File: config.mk
export PLATFORM = sky130hd
export DESIGN_NAME = dpg_top
export DESIGN_NICKNAME = d
export VERILOG_FILES = /design/src/rtl/dpg_pkg.sv /design/src/rtl/dpg_top.sv
export SDC_FILE = /design/constraint.sdc
export NUM_CORES = 1
export LEC_CHECK = 0
export BUFFER_PORTS_ARGS = -buffer_cell sky130_fd_sc_hd__buf_2
export CORE_MARGIN = 1.5
export CORE_UTILIZATION = 57
export CTS_CLUSTER_DIAMETER = 40
export DETAILED_ROUTE_END_ITERATION = 16
export PLACE_DENSITY = 0.85
export SETUP_SLACK_MARGIN = 0.4
export SLEW_MARGIN = 20
export SYNTH_ARGS = -nofsm -noshare
export SYNTH_HDL_FRONTEND = slang
export SYNTH_SLANG_ARGS = --single-unit
export TNS_END_PERCENT = 20
File: constraint.sdc
create_clock -name clk_sys_in -period 3.8 [get_ports clk_sys_in]
set_clock_uncertainty 0.05 [all_clocks]
set_input_delay 1.14 -clock clk_sys_in [delete_from_list [all_inputs] [get_ports clk_sys_in]]
set_output_delay 1.14 -clock clk_sys_in [all_outputs]
set_load 0.005 [all_outputs]
File: src/rtl/dpg_pkg.sv
/*
 dpg_pkg: constants, register map and carrier types of the debug port
 and override glue.
 Assumes a 32-bit AXI4-Lite register bus with an 8-bit byte address.
*/
package dpg_pkg;
    localparam int DPG_NUM_CORE = 4;
    localparam int DPG_NUM_ANA = 4;
    localparam int DPG_AW = 8;

    // register byte offsets
    localparam logic [7:0] DPG_CTRL_OFS = 8'h00;
    localparam logic [7:0] DPG_STAT_OFS = 8'h04;
    localparam logic [7:0] DPG_AUTH_OFS = 8'h08;
    localparam logic [7:0] DPG_RX_OFS = 8'h0c;
    localparam logic [7:0] DPG_TX_OFS = 8'h10;

    // control fields
    localparam int DPG_CTRL_DBG_MODE_BIT = 0;
    localparam int DPG_CTRL_TRST_BIT = 1;
    localparam logic [1:0] DPG_CTRL_RST = 2'h0;
    localparam logic [31:0] DPG_TX_RST = 32'h0;
    localparam logic [31:0] DPG_RX_RST = 32'h0;

    // status fields
    localparam int DPG_STAT_ANA_DIS_BIT = 0;
    localparam int DPG_STAT_CRYPTO_BIT = 1;
    localparam int DPG_STAT_XLAT_BIT = 2;
    localparam int DPG_STAT_STOP_BIT = 3;
    localparam int DPG_STAT_WDOEN_BIT = 4;
    localparam int DPG_STAT_MODE_BIT = 5;

    localparam logic [1:0] DPG_RESP_OKAY = 2'h0;
    localparam logic [1:0] DPG_RESP_SLVERR = 2'h2;

    typedef struct packed {
        logic inv;
        logic noninv;
        logic sec_inv;
        logic sec_noninv;
    } dpg_auth4_t;

    typedef struct packed {
        dpg_auth4_t sys;
        dpg_auth4_t ctrlproc;
        dpg_auth4_t mgmtproc;
        logic appcore_inv;
        logic appcore_sec_inv;
    } dpg_auth_t;

    typedef struct packed {
        logic analyser_disable;
        logic crypto_disable_a;
        logic translation_secure_override;
    } dpg_ovr_t;

    // pins of the debug port, all from outside this clock domain
    typedef struct packed {
        logic debug_port_clock;
        logic tdi;
        logic wire_data_in_mode_select;
        logic wire_data_out_enable;
    } dpg_port_t;

    localparam int DPG_SYNC_W = 4 + 14 + 3 + DPG_NUM_ANA;
endpackage : dpg_pkg

File: src/rtl/dpg_top.sv
/*
 dpg_top: debug port, debug authentication gating, functional override
 fan-out and analyser clock-stop merge, with an AXI4-Lite register file.
 Assumes all pins and straps are asynchronous to clk_sys_in and that the
 debug port clock is far slower than clk_sys_in (sampled, not used as a
 clock). Serial trace and the bus come from logic on clk_sys_in.
*/
// Functional notes
// in debug mode the serial trace bit is driven onto the data-out pin.
// the SoC joins wire data in, wire data out and enable into one pad.
// all debug port logic steps on the debug port clock, always-on domain; here it runs on clk_sys_in, stepped by sampled port clock edges.
// separate one-bit enables per domain; application cores only invasive.
// analyser disable high blocks analysers in cores and translation unit.
// crypto disable high turns off crypto in every application core.
// translation override high opens certain registers to non-secure.
// the SoC drives each override from a fuse or secure-only register.
// analyser clock-stop output is the OR of all analyser requests.
// a low enable denies access; secure enables need their base enable.
`timescale 1ns/10ps
module dpg_top
    import dpg_pkg::*;
(
    input wire logic clk_sys_in,
    input wire logic rstn_in,
    // AXI4-Lite slave
    input wire logic [dpg_pkg::DPG_AW-1:0] s_axi_awaddr_in,
    input wire logic s_axi_awvalid_in,
    output logic s_axi_awready_out,
    input wire logic [31:0] s_axi_wdata_in,
    input wire logic [3:0] s_axi_wstrb_in,
    input wire logic s_axi_wvalid_in,
    output logic s_axi_wready_out,
    output logic [1:0] s_axi_bresp_out,
    output logic s_axi_bvalid_out,
    input wire logic s_axi_bready_in,
    input wire logic [dpg_pkg::DPG_AW-1:0] s_axi_araddr_in,
    input wire logic s_axi_arvalid_in,
    output logic s_axi_arready_out,
    output logic [31:0] s_axi_rdata_out,
    output logic [1:0] s_axi_rresp_out,
    output logic s_axi_rvalid_out,
    input wire logic s_axi_rready_in,
    // debug port pins
    input wire dpg_pkg::dpg_port_t port_in,
    output logic tdo_out,
    output logic jtag_reset_n_out,
    output logic wire_data_out_out,
    input wire logic serial_trace_out_in,
    // authentication and overrides
    input wire dpg_pkg::dpg_auth_t auth_in,
    output dpg_pkg::dpg_auth_t auth_eff_out,
    input wire dpg_pkg::dpg_ovr_t ovr_in,
    output logic [dpg_pkg::DPG_NUM_CORE-1:0] appcore_analyser_disable_out,
    output logic xlat_analyser_disable_out,
    output logic [dpg_pkg::DPG_NUM_CORE-1:0] appcore_crypto_disable_out,
    output logic translation_secure_override_out,
    input wire logic [dpg_pkg::DPG_NUM_ANA-1:0] analyser_clock_stop_req_in,
    output logic analyser_clock_stop_out
);
    import dpg_pkg::*;

    // three-stage sampling; a change counts once stages two and three agree
    logic [DPG_SYNC_W-1:0] raw, s1, s2, s3, filt, next_filt;

    assign raw = {port_in, auth_in, ovr_in, analyser_clock_stop_req_in};

    for (genvar gi = 0; gi < DPG_SYNC_W; gi++)
    begin : g_sync
        always_comb
        begin
            next_filt[gi] = (s2[gi] == s3[gi]) ? s3[gi] : filt[gi];
        end

        always_ff @(posedge clk_sys_in or negedge rstn_in)
        begin
            if (!rstn_in)
            begin
                s1[gi] <= 1'b0;
                s2[gi] <= 1'b0;
                s3[gi] <= 1'b0;
                filt[gi] <= 1'b0;
            end
            else
            begin
                s1[gi] <= raw[gi];
                s2[gi] <= s1[gi];
                s3[gi] <= s2[gi];
                filt[gi] <= next_filt[gi];
            end
        end
    end

    dpg_port_t port_f;
    dpg_auth_t auth_f;
    dpg_ovr_t ovr_f;
    logic [DPG_NUM_ANA-1:0] stop_f;

    assign {port_f, auth_f, ovr_f, stop_f} = filt;

    // secure variants are meaningless without the base enable
    function automatic dpg_auth4_t dpg_gate4(input dpg_auth4_t a);
        dpg_auth4_t r;
        r.inv = a.inv;
        r.noninv = a.noninv;
        r.sec_inv = a.inv & a.sec_inv;
        r.sec_noninv = a.noninv & a.sec_noninv;
        return r;
    endfunction : dpg_gate4

    // register and bus state
    logic [1:0] ctrl, bresp, rresp;
    logic [31:0] tx_sh, rx_sh, wdata_q, rdata;
    logic aw_hold, w_hold, bvalid, rvalid, clk_q;
    logic [DPG_AW-1:0] awaddr_q;
    logic [3:0] wstrb_q;

    logic [1:0] next_ctrl, next_bresp, next_rresp;
    logic [31:0] next_tx_sh, next_rx_sh, next_wdata_q, next_rdata;
    logic next_aw_hold, next_w_hold, next_bvalid, next_rvalid, next_clk_q;
    logic [DPG_AW-1:0] next_awaddr_q;
    logic [3:0] next_wstrb_q;

    logic dbg_mode, port_rise, port_fall;
    logic [31:0] stat_word, auth_word;
    dpg_auth_t auth_eff;

    assign dbg_mode = ctrl[DPG_CTRL_DBG_MODE_BIT];
    // edges of the sampled debug port clock step the receive and transmit shifters
    assign port_rise = port_f.debug_port_clock & ~clk_q;
    assign port_fall = ~port_f.debug_port_clock & clk_q;

    always_comb
    begin
        auth_eff.sys = dpg_gate4(auth_f.sys);
        auth_eff.ctrlproc = dpg_gate4(auth_f.ctrlproc);
        auth_eff.mgmtproc = dpg_gate4(auth_f.mgmtproc);
        auth_eff.appcore_inv = auth_f.appcore_inv;
        auth_eff.appcore_sec_inv = auth_f.appcore_inv
            & auth_f.appcore_sec_inv;
        stat_word = 32'h0;
        stat_word[DPG_STAT_ANA_DIS_BIT] = ovr_f.analyser_disable;
        stat_word[DPG_STAT_CRYPTO_BIT] = ovr_f.crypto_disable_a;
        stat_word[DPG_STAT_XLAT_BIT] = ovr_f.translation_secure_override;
        stat_word[DPG_STAT_STOP_BIT] = |stop_f;
        stat_word[DPG_STAT_WDOEN_BIT] = port_f.wire_data_out_enable;
        stat_word[DPG_STAT_MODE_BIT] = dbg_mode;
        auth_word = {18'h0, auth_eff};
    end

    assign s_axi_awready_out = ~aw_hold & ~bvalid;
    assign s_axi_wready_out = ~w_hold & ~bvalid;
    assign s_axi_arready_out = ~rvalid;
    assign s_axi_bvalid_out = bvalid;
    assign s_axi_bresp_out = bresp;
    assign s_axi_rvalid_out = rvalid;
    assign s_axi_rdata_out = rdata;
    assign s_axi_rresp_out = rresp;

    always_comb
    begin
        next_ctrl = ctrl;
        next_tx_sh = tx_sh;
        next_rx_sh = rx_sh;
        next_aw_hold = aw_hold;
        next_w_hold = w_hold;
        next_awaddr_q = awaddr_q;
        next_wdata_q = wdata_q;
        next_wstrb_q = wstrb_q;
        next_bvalid = bvalid;
        next_bresp = bresp;
        next_rvalid = rvalid;
        next_rdata = rdata;
        next_rresp = rresp;
        next_clk_q = port_f.debug_port_clock;

        // serial-wire mode samples the data/mode pin, otherwise data in
        if (port_rise)
        begin
            next_rx_sh = {rx_sh[30:0],
                dbg_mode ? port_f.wire_data_in_mode_select : port_f.tdi};
        end
        if (port_fall)
        begin
            next_tx_sh = {1'b0, tx_sh[31:1]};
        end

        if (s_axi_awvalid_in && s_axi_awready_out)
        begin
            next_aw_hold = 1'b1;
            next_awaddr_q = s_axi_awaddr_in;
        end
        if (s_axi_wvalid_in && s_axi_wready_out)
        begin
            next_w_hold = 1'b1;
            next_wdata_q = s_axi_wdata_in;
            next_wstrb_q = s_axi_wstrb_in;
        end
        // a software load of the shifter beats a shift in the same cycle
        if (aw_hold && w_hold)
        begin
            next_aw_hold = 1'b0;
            next_w_hold = 1'b0;
            next_bvalid = 1'b1;
            next_bresp = DPG_RESP_OKAY;
            unique case (awaddr_q)
                DPG_CTRL_OFS:
                begin
                    if (wstrb_q[0])
                    begin
                        next_ctrl = wdata_q[1:0];
                    end
                end
                DPG_TX_OFS:
                begin
                    for (int b = 0; b < 4; b++)
                    begin
                        if (wstrb_q[b])
                        begin
                            next_tx_sh[b*8 +: 8] = wdata_q[b*8 +: 8];
                        end
                    end
                end
                DPG_STAT_OFS, DPG_AUTH_OFS, DPG_RX_OFS:
                    next_bresp = DPG_RESP_OKAY;
                default:
                    next_bresp = DPG_RESP_SLVERR;
            endcase
        end
        if (bvalid && s_axi_bready_in)
        begin
            next_bvalid = 1'b0;
        end

        if (s_axi_arvalid_in && s_axi_arready_out)
        begin
            next_rvalid = 1'b1;
            next_rresp = DPG_RESP_OKAY;
            unique case (s_axi_araddr_in)
                DPG_CTRL_OFS: next_rdata = {30'h0, ctrl};
                DPG_STAT_OFS: next_rdata = stat_word;
                DPG_AUTH_OFS: next_rdata = auth_word;
                DPG_RX_OFS: next_rdata = rx_sh;
                DPG_TX_OFS: next_rdata = tx_sh;
                default:
                begin
                    next_rdata = 32'h0;
                    next_rresp = DPG_RESP_SLVERR;
                end
            endcase
        end
        else if (rvalid && s_axi_rready_in)
        begin
            next_rvalid = 1'b0;
        end
    end

    always_ff @(posedge clk_sys_in or negedge rstn_in)
    begin
        if (!rstn_in)
        begin
            ctrl <= DPG_CTRL_RST;
            tx_sh <= DPG_TX_RST;
            rx_sh <= DPG_RX_RST;
            aw_hold <= 1'b0;
            w_hold <= 1'b0;
            awaddr_q <= 8'h00;
            wdata_q <= 32'h0;
            wstrb_q <= 4'h0;
            bvalid <= 1'b0;
            bresp <= 2'h0;
            rvalid <= 1'b0;
            rdata <= 32'h0;
            rresp <= 2'h0;
            clk_q <= 1'b0;
        end
        else
        begin
            ctrl <= next_ctrl;
            tx_sh <= next_tx_sh;
            rx_sh <= next_rx_sh;
            aw_hold <= next_aw_hold;
            w_hold <= next_w_hold;
            awaddr_q <= next_awaddr_q;
            wdata_q <= next_wdata_q;
            wstrb_q <= next_wstrb_q;
            bvalid <= next_bvalid;
            bresp <= next_bresp;
            rvalid <= next_rvalid;
            rdata <= next_rdata;
            rresp <= next_rresp;
            clk_q <= next_clk_q;
        end
    end

    // output group: all registered
    logic next_tdo, next_wdo, next_stop;
    logic [DPG_NUM_CORE-1:0] next_core_ana, next_core_crypto;

    always_comb
    begin
        next_tdo = dbg_mode ? serial_trace_out_in : tx_sh[0];
        next_wdo = tx_sh[0];
        next_stop = |stop_f;
        next_core_ana = {DPG_NUM_CORE{ovr_f.analyser_disable}};
        next_core_crypto = {DPG_NUM_CORE{ovr_f.crypto_disable_a}};
    end

    // overrides reset to the permissive-off value until straps arrive
    always_ff @(posedge clk_sys_in or negedge rstn_in)
    begin
        if (!rstn_in)
        begin
            tdo_out <= 1'b0;
            wire_data_out_out <= 1'b0;
            jtag_reset_n_out <= 1'b0;
            analyser_clock_stop_out <= 1'b0;
            appcore_analyser_disable_out <= '0;
            xlat_analyser_disable_out <= 1'b0;
            appcore_crypto_disable_out <= '0;
            translation_secure_override_out <= 1'b0;
            auth_eff_out <= '0;
        end
        else
        begin
            tdo_out <= next_tdo;
            wire_data_out_out <= next_wdo;
            jtag_reset_n_out <= ~ctrl[DPG_CTRL_TRST_BIT];
            analyser_clock_stop_out <= next_stop;
            appcore_analyser_disable_out <= next_core_ana;
            xlat_analyser_disable_out <= ovr_f.analyser_disable;
            appcore_crypto_disable_out <= next_core_crypto;
            translation_secure_override_out <=
                ovr_f.translation_secure_override;
            auth_eff_out <= auth_eff;
        end
    end
endmodule : dpg_top

# Word level (Yosys, flattened, before mapping)
# Index checks and enable logic that the tools add are counted.
totals:
  register_bits: 273
  inputBits: 85
  out_inout_bits: 69
  wordCells: 223
classes:
  n_eq_ne: 33
  muxes: 20
  bitwise_logic: 18
  n_reduce_logical: 16
ops:
  columns: ["op", "count"]
  rows:
  - ["32-bit one-hot mux with 5 select lines", 1]
  - ["32-bit 2-to-1 mux", 3]
  - ["8-bit by 4-bit equality test with 1-bit output, second input constant", 4]
  - ["8-bit 2-to-1 mux", 4]
  - ["1-bit equality test", 25]
  - ["8-bit by 3-bit equality test with 1-bit output, second input constant", 2]
  - ["8-bit by 5-bit equality test with 1-bit output, second input constant", 2]
  - ["8-bit logical NOT", 2]
  - ["1-bit bitwise AND", 11]
  - ["1-bit 2-to-1 mux", 10]
  - ["5-bit OR reduction", 2]
  - ["2-bit nonzero test", 4]
  - ["1-bit inverter", 7]
  - ["1-bit logical AND", 6]
  - ["2-bit 2-to-1 mux", 2]
  - ["4-bit OR reduction", 1]
  - ["3-bit AND reduction", 1]

# Longest topological paths before layout
logic_depth:
  word_depth: 6
  ltp_mapped: 7

# Least setup slack after synthesis
# Ideal clock, no wire load.
synth_timing:
  path_type: "input to register"
  startpoint: "input s_axi_araddr_in[2] (netlist bit)"
  endpoint: "register rdata[10], in the netlist s_axi_rdata_out[10]"
  arrival_time_ps: 2194
  required_ps: 3618
  path_slack_ps: 1424
  stages: 7
  path_cell_list: "buf_2 > nor4_2 > and3_1 > buf_2 > buf_2 > a222oi_1 > o21ai_1"
synth_between:
  elab_chain_len: 2
  elab_cells_between_ends: 6
  cone_classes: "eq/ne: 4; mux: 1; reduce/logical: 1"
synth_lines:
  columns: ["item", "line_no", "text"]
  rows:
  - ["start, declared", "dpg_top.sv:36", "input wire logic [dpg_pkg::DPG_AW-1:0] s_axi_araddr_in,"]
  - ["8-bit by 5-bit equality test with 1-bit output (tied with other cells)", "dpg_top.sv:238", "unique case (s_axi_araddr_in)"]
  - ["32-bit one-hot mux with 5 select lines *", "dpg_top.sv:238", null]
  - ["end signal, assigned", "dpg_top.sv:289", "rdata <= next_rdata;"]
  - ["end, declared", "dpg_top.sv:112", "logic [31:0] tx_sh, rx_sh, wdata_q, rdata;"]
# Every way passes the cells marked *; elsewhere a longest branch is shown, timed or not.
# A chain may end at the register's enable or synchronous reset.

# Worst setup path after layout
layout_timing:
  startpoint: "input s_axi_araddr_in[1] (netlist bit)"
  endpoint: "register rdata[18], in the netlist s_axi_rdata_out[18]"
# Same word-level chain as after synthesis.

==> results.cfg <==
[status]
outcome = finished, final reports clean

[global_routing]
grt_start_max_net_pins = 98
antenna_found_initial = 0
track_usage_pct = 23.33
grt_pass1_vias = 6506
overflow = 0
grt_first_pass_wirelength_um = 33150

[detailed_routing]
drc = 0
vias_per_cell = 5.573
first_pass_iters = 8
ant_nets = 0
vias = 5829
drtIter0Drc = 502
drt_wl_total_um = 20190
wl_per_cell_um = 19.30

[floorplanning]
start_util_pct = 58.75
die_x_um = 134.2
ios = 154
dieHeight_um = 134.2
placeableCoreArea_um2 = 16700
die_area_um2 = 18010
rows = 47

[yosys]
synth_area_leaders = dfrtp_1 (69%), mux2_2 (12%), mux2_1 (2.8%)
ys_warn_count = 0
synthDistinctLibCells = 42
ys_seq_elements = 270
syn_inst = 651
yosysTopAreaCellShare_pct = 68.86
netlist_area_um2 = 9812
ys_seq_area_share_pct = 68.86
yosys.area.top_type = dfrtp_1
synthFlopType = dfrtp_1
synth_async_sr_flop_share_pct = 100.0
syn_area_per_cell_um2 = 15.07
synthMostInstantiatedCell = dfrtp_1
yosys-top-cells-count = dfrtp_1 (270), mux2_2 (106), nand2_1 (36), o21ai_1 (30), maj3_1 (25)
synth-edff-count = 0

[cts]
cts_buffer_depth = 3
cts_setup_buffers = 0
clockRootBuffer = clkbuf_16
clkTransAtPathRegs_ps = 60
cts_tree = yes
cts_hold_buf = 0
cts_resized = 0
htreeDepth = 1
numCtsBuffers = 30
cts_sinks = 270
clk_latency_ps = 530

[placement]
placed_area_um2 = 10740
dpl.hpwl_um = 13290
placement.io_buffers = 151
gp_congestion = 0.8257

[finish]
final_cell_area_um2 = 11780
syn_to_final_growth_pct = 20.07
n_antenna_cell = 0
nNetsFinal = 888
final_layout_size_suffix_gt1_share_pct = 39.10

[timing]
setup_tns_ps = 0
rsz0062_at_grt = no
drv_slew = 0
period_needed_ps = 2480
hold_viol = 0
setup-violations-final = 0
period_share_pct = 65.27
worst_slew_pin_slew_ps = 953.7
relSlewSlack_pct = 36.42
clock.fmax_mhz = 403.2

[critical_path]
crit_fanout = 19
path_cells = buf_2 > nor3_1 > and4_1 > buf_4 > a22oi_1 > o21ai_1
cp-start-kind = input port
endpoint_kind = flip-flop
critical_path.slowest_cell = and4_1
crit_buf_inv = 2
cpPeakStageDelay_ps = 580
cp_top_family = simple AND/OR/NAND/NOR gates
worst-setup-path-type = in -> reg
cp_data_required_time_ps = 4200
worstPathArrival_ps = 2880

[power]
p_per_area_nw_per_um2 = 644.9
p_leak_nw = 5.580
peakVddDrop_v = 0.0005006

[worst_hold_path]
hold_path.class = reg -> reg

[flow_run]
max_cap_violations = 0
[area by class of cell]
type / instances / area [µm²]
flip-flops and latches: 270 / 6756
fillers: 1103 / 4920
multi-input cells: 340 / 2849
clock buffers: 43 / 880.8
repair buffers: 158 / 843.3
well taps: 220 / 275.3
clock inverters: 12 / 165.2
inverters: 3 / 11.26
[through the flow]
step	total power, W	utilization [%]	hold WS, ps	std cells	worst slack, ps
after floorplan	0.004304	-	281.2	652	1424
after global placement	0.004587	64.28	281.4	991	1079
after detailed placement	0.004682	64.28	284.7	991	913.3
after CTS	0.007642	70.54	292.7	1046	1314
after global routing	0.007926	70.54	298.7	1046	1235
final	0.007598	70.54	292.4	1046	1320
[power by group]
group | total (W) | internal (W) | switching, W
combinational | 0.000922 | 0.000538 | 0.000384
clock | 0.00295 | 0.00182 | 0.00113
sequential | 0.00373 | 0.00337 | 0.000359
[path summary, 6_finish.rpt]
check                                   start  depth (start not counted)  slack, ps             endpoint
setup / recovery           s_axi_araddr_in[1]                          6       1320  s_axi_rdata_out[18]
hold reg to reg                         s1[4]                          0        290                s2[4]
max in group asynchronous             rstn_in                          2       2120            tx_sh[25]
setup reg to reg                   next_clk_q                          3       1760            tx_sh[11]
min in group asynchronous             rstn_in                          1        590               s3[16]
hold / removal                          s1[4]                          0        290                s2[4]
[cell families after synthesis]
group / synth area share, %
compound gates: 5.394
fa+ha+maj: 2.550
buf+inv: 2.295
flops: 68.86
mux: 16.25
other cells: 0.03822
simple gates: 4.616
[layer usage]
metal | up-vias | routed length, µm | global-route usage, %
met3 | 38 | 1362 | 4.308
met1 | 2950 | 8195 | 30.22
met5 | - | 0 | 0
met4 | 0 | 433 | 7.467
li1 | 2610 | - | -
met2 | 231 | 10200 | 40.17
[layout by cell type (no fill, tap or decap), drive strengths merged, types with 4 or more instances in the layout]
master,n
and2,11
o21ai,35
inv,4
nand2,39
buf,158
mux2i,13
mux2,130
nor2,14
maj3,25
nand3,4
dfrtp,270
clkinv,5
a22oi,18
clkbuf,43
a222oi,11
a21oi,12
[worst register-to-register path, delay by kind of cell (launching register included)]
| family | cells | cell delay [ps] |
|---|---|---|
| AND/OR/NAND/NOR | 1 | 740 |
| multiplexers | 2 | 730 |
| flip-flops | 1 | 380 |
[flip-flops by register name (all words and copies together), names as in the netlist, 4 cells and up]
register and cells:
rx_sh 32, auth_eff_out 14, wstrb_q 4, auth_eff 7, filt 10, auth_f 7
s3 25, tx_sh 32, s1 25, s2 25, awaddr_q 8, wdata_q 32
s_axi_rdata_out 32
Note: power is estimated with default switching activity, not from simulation.
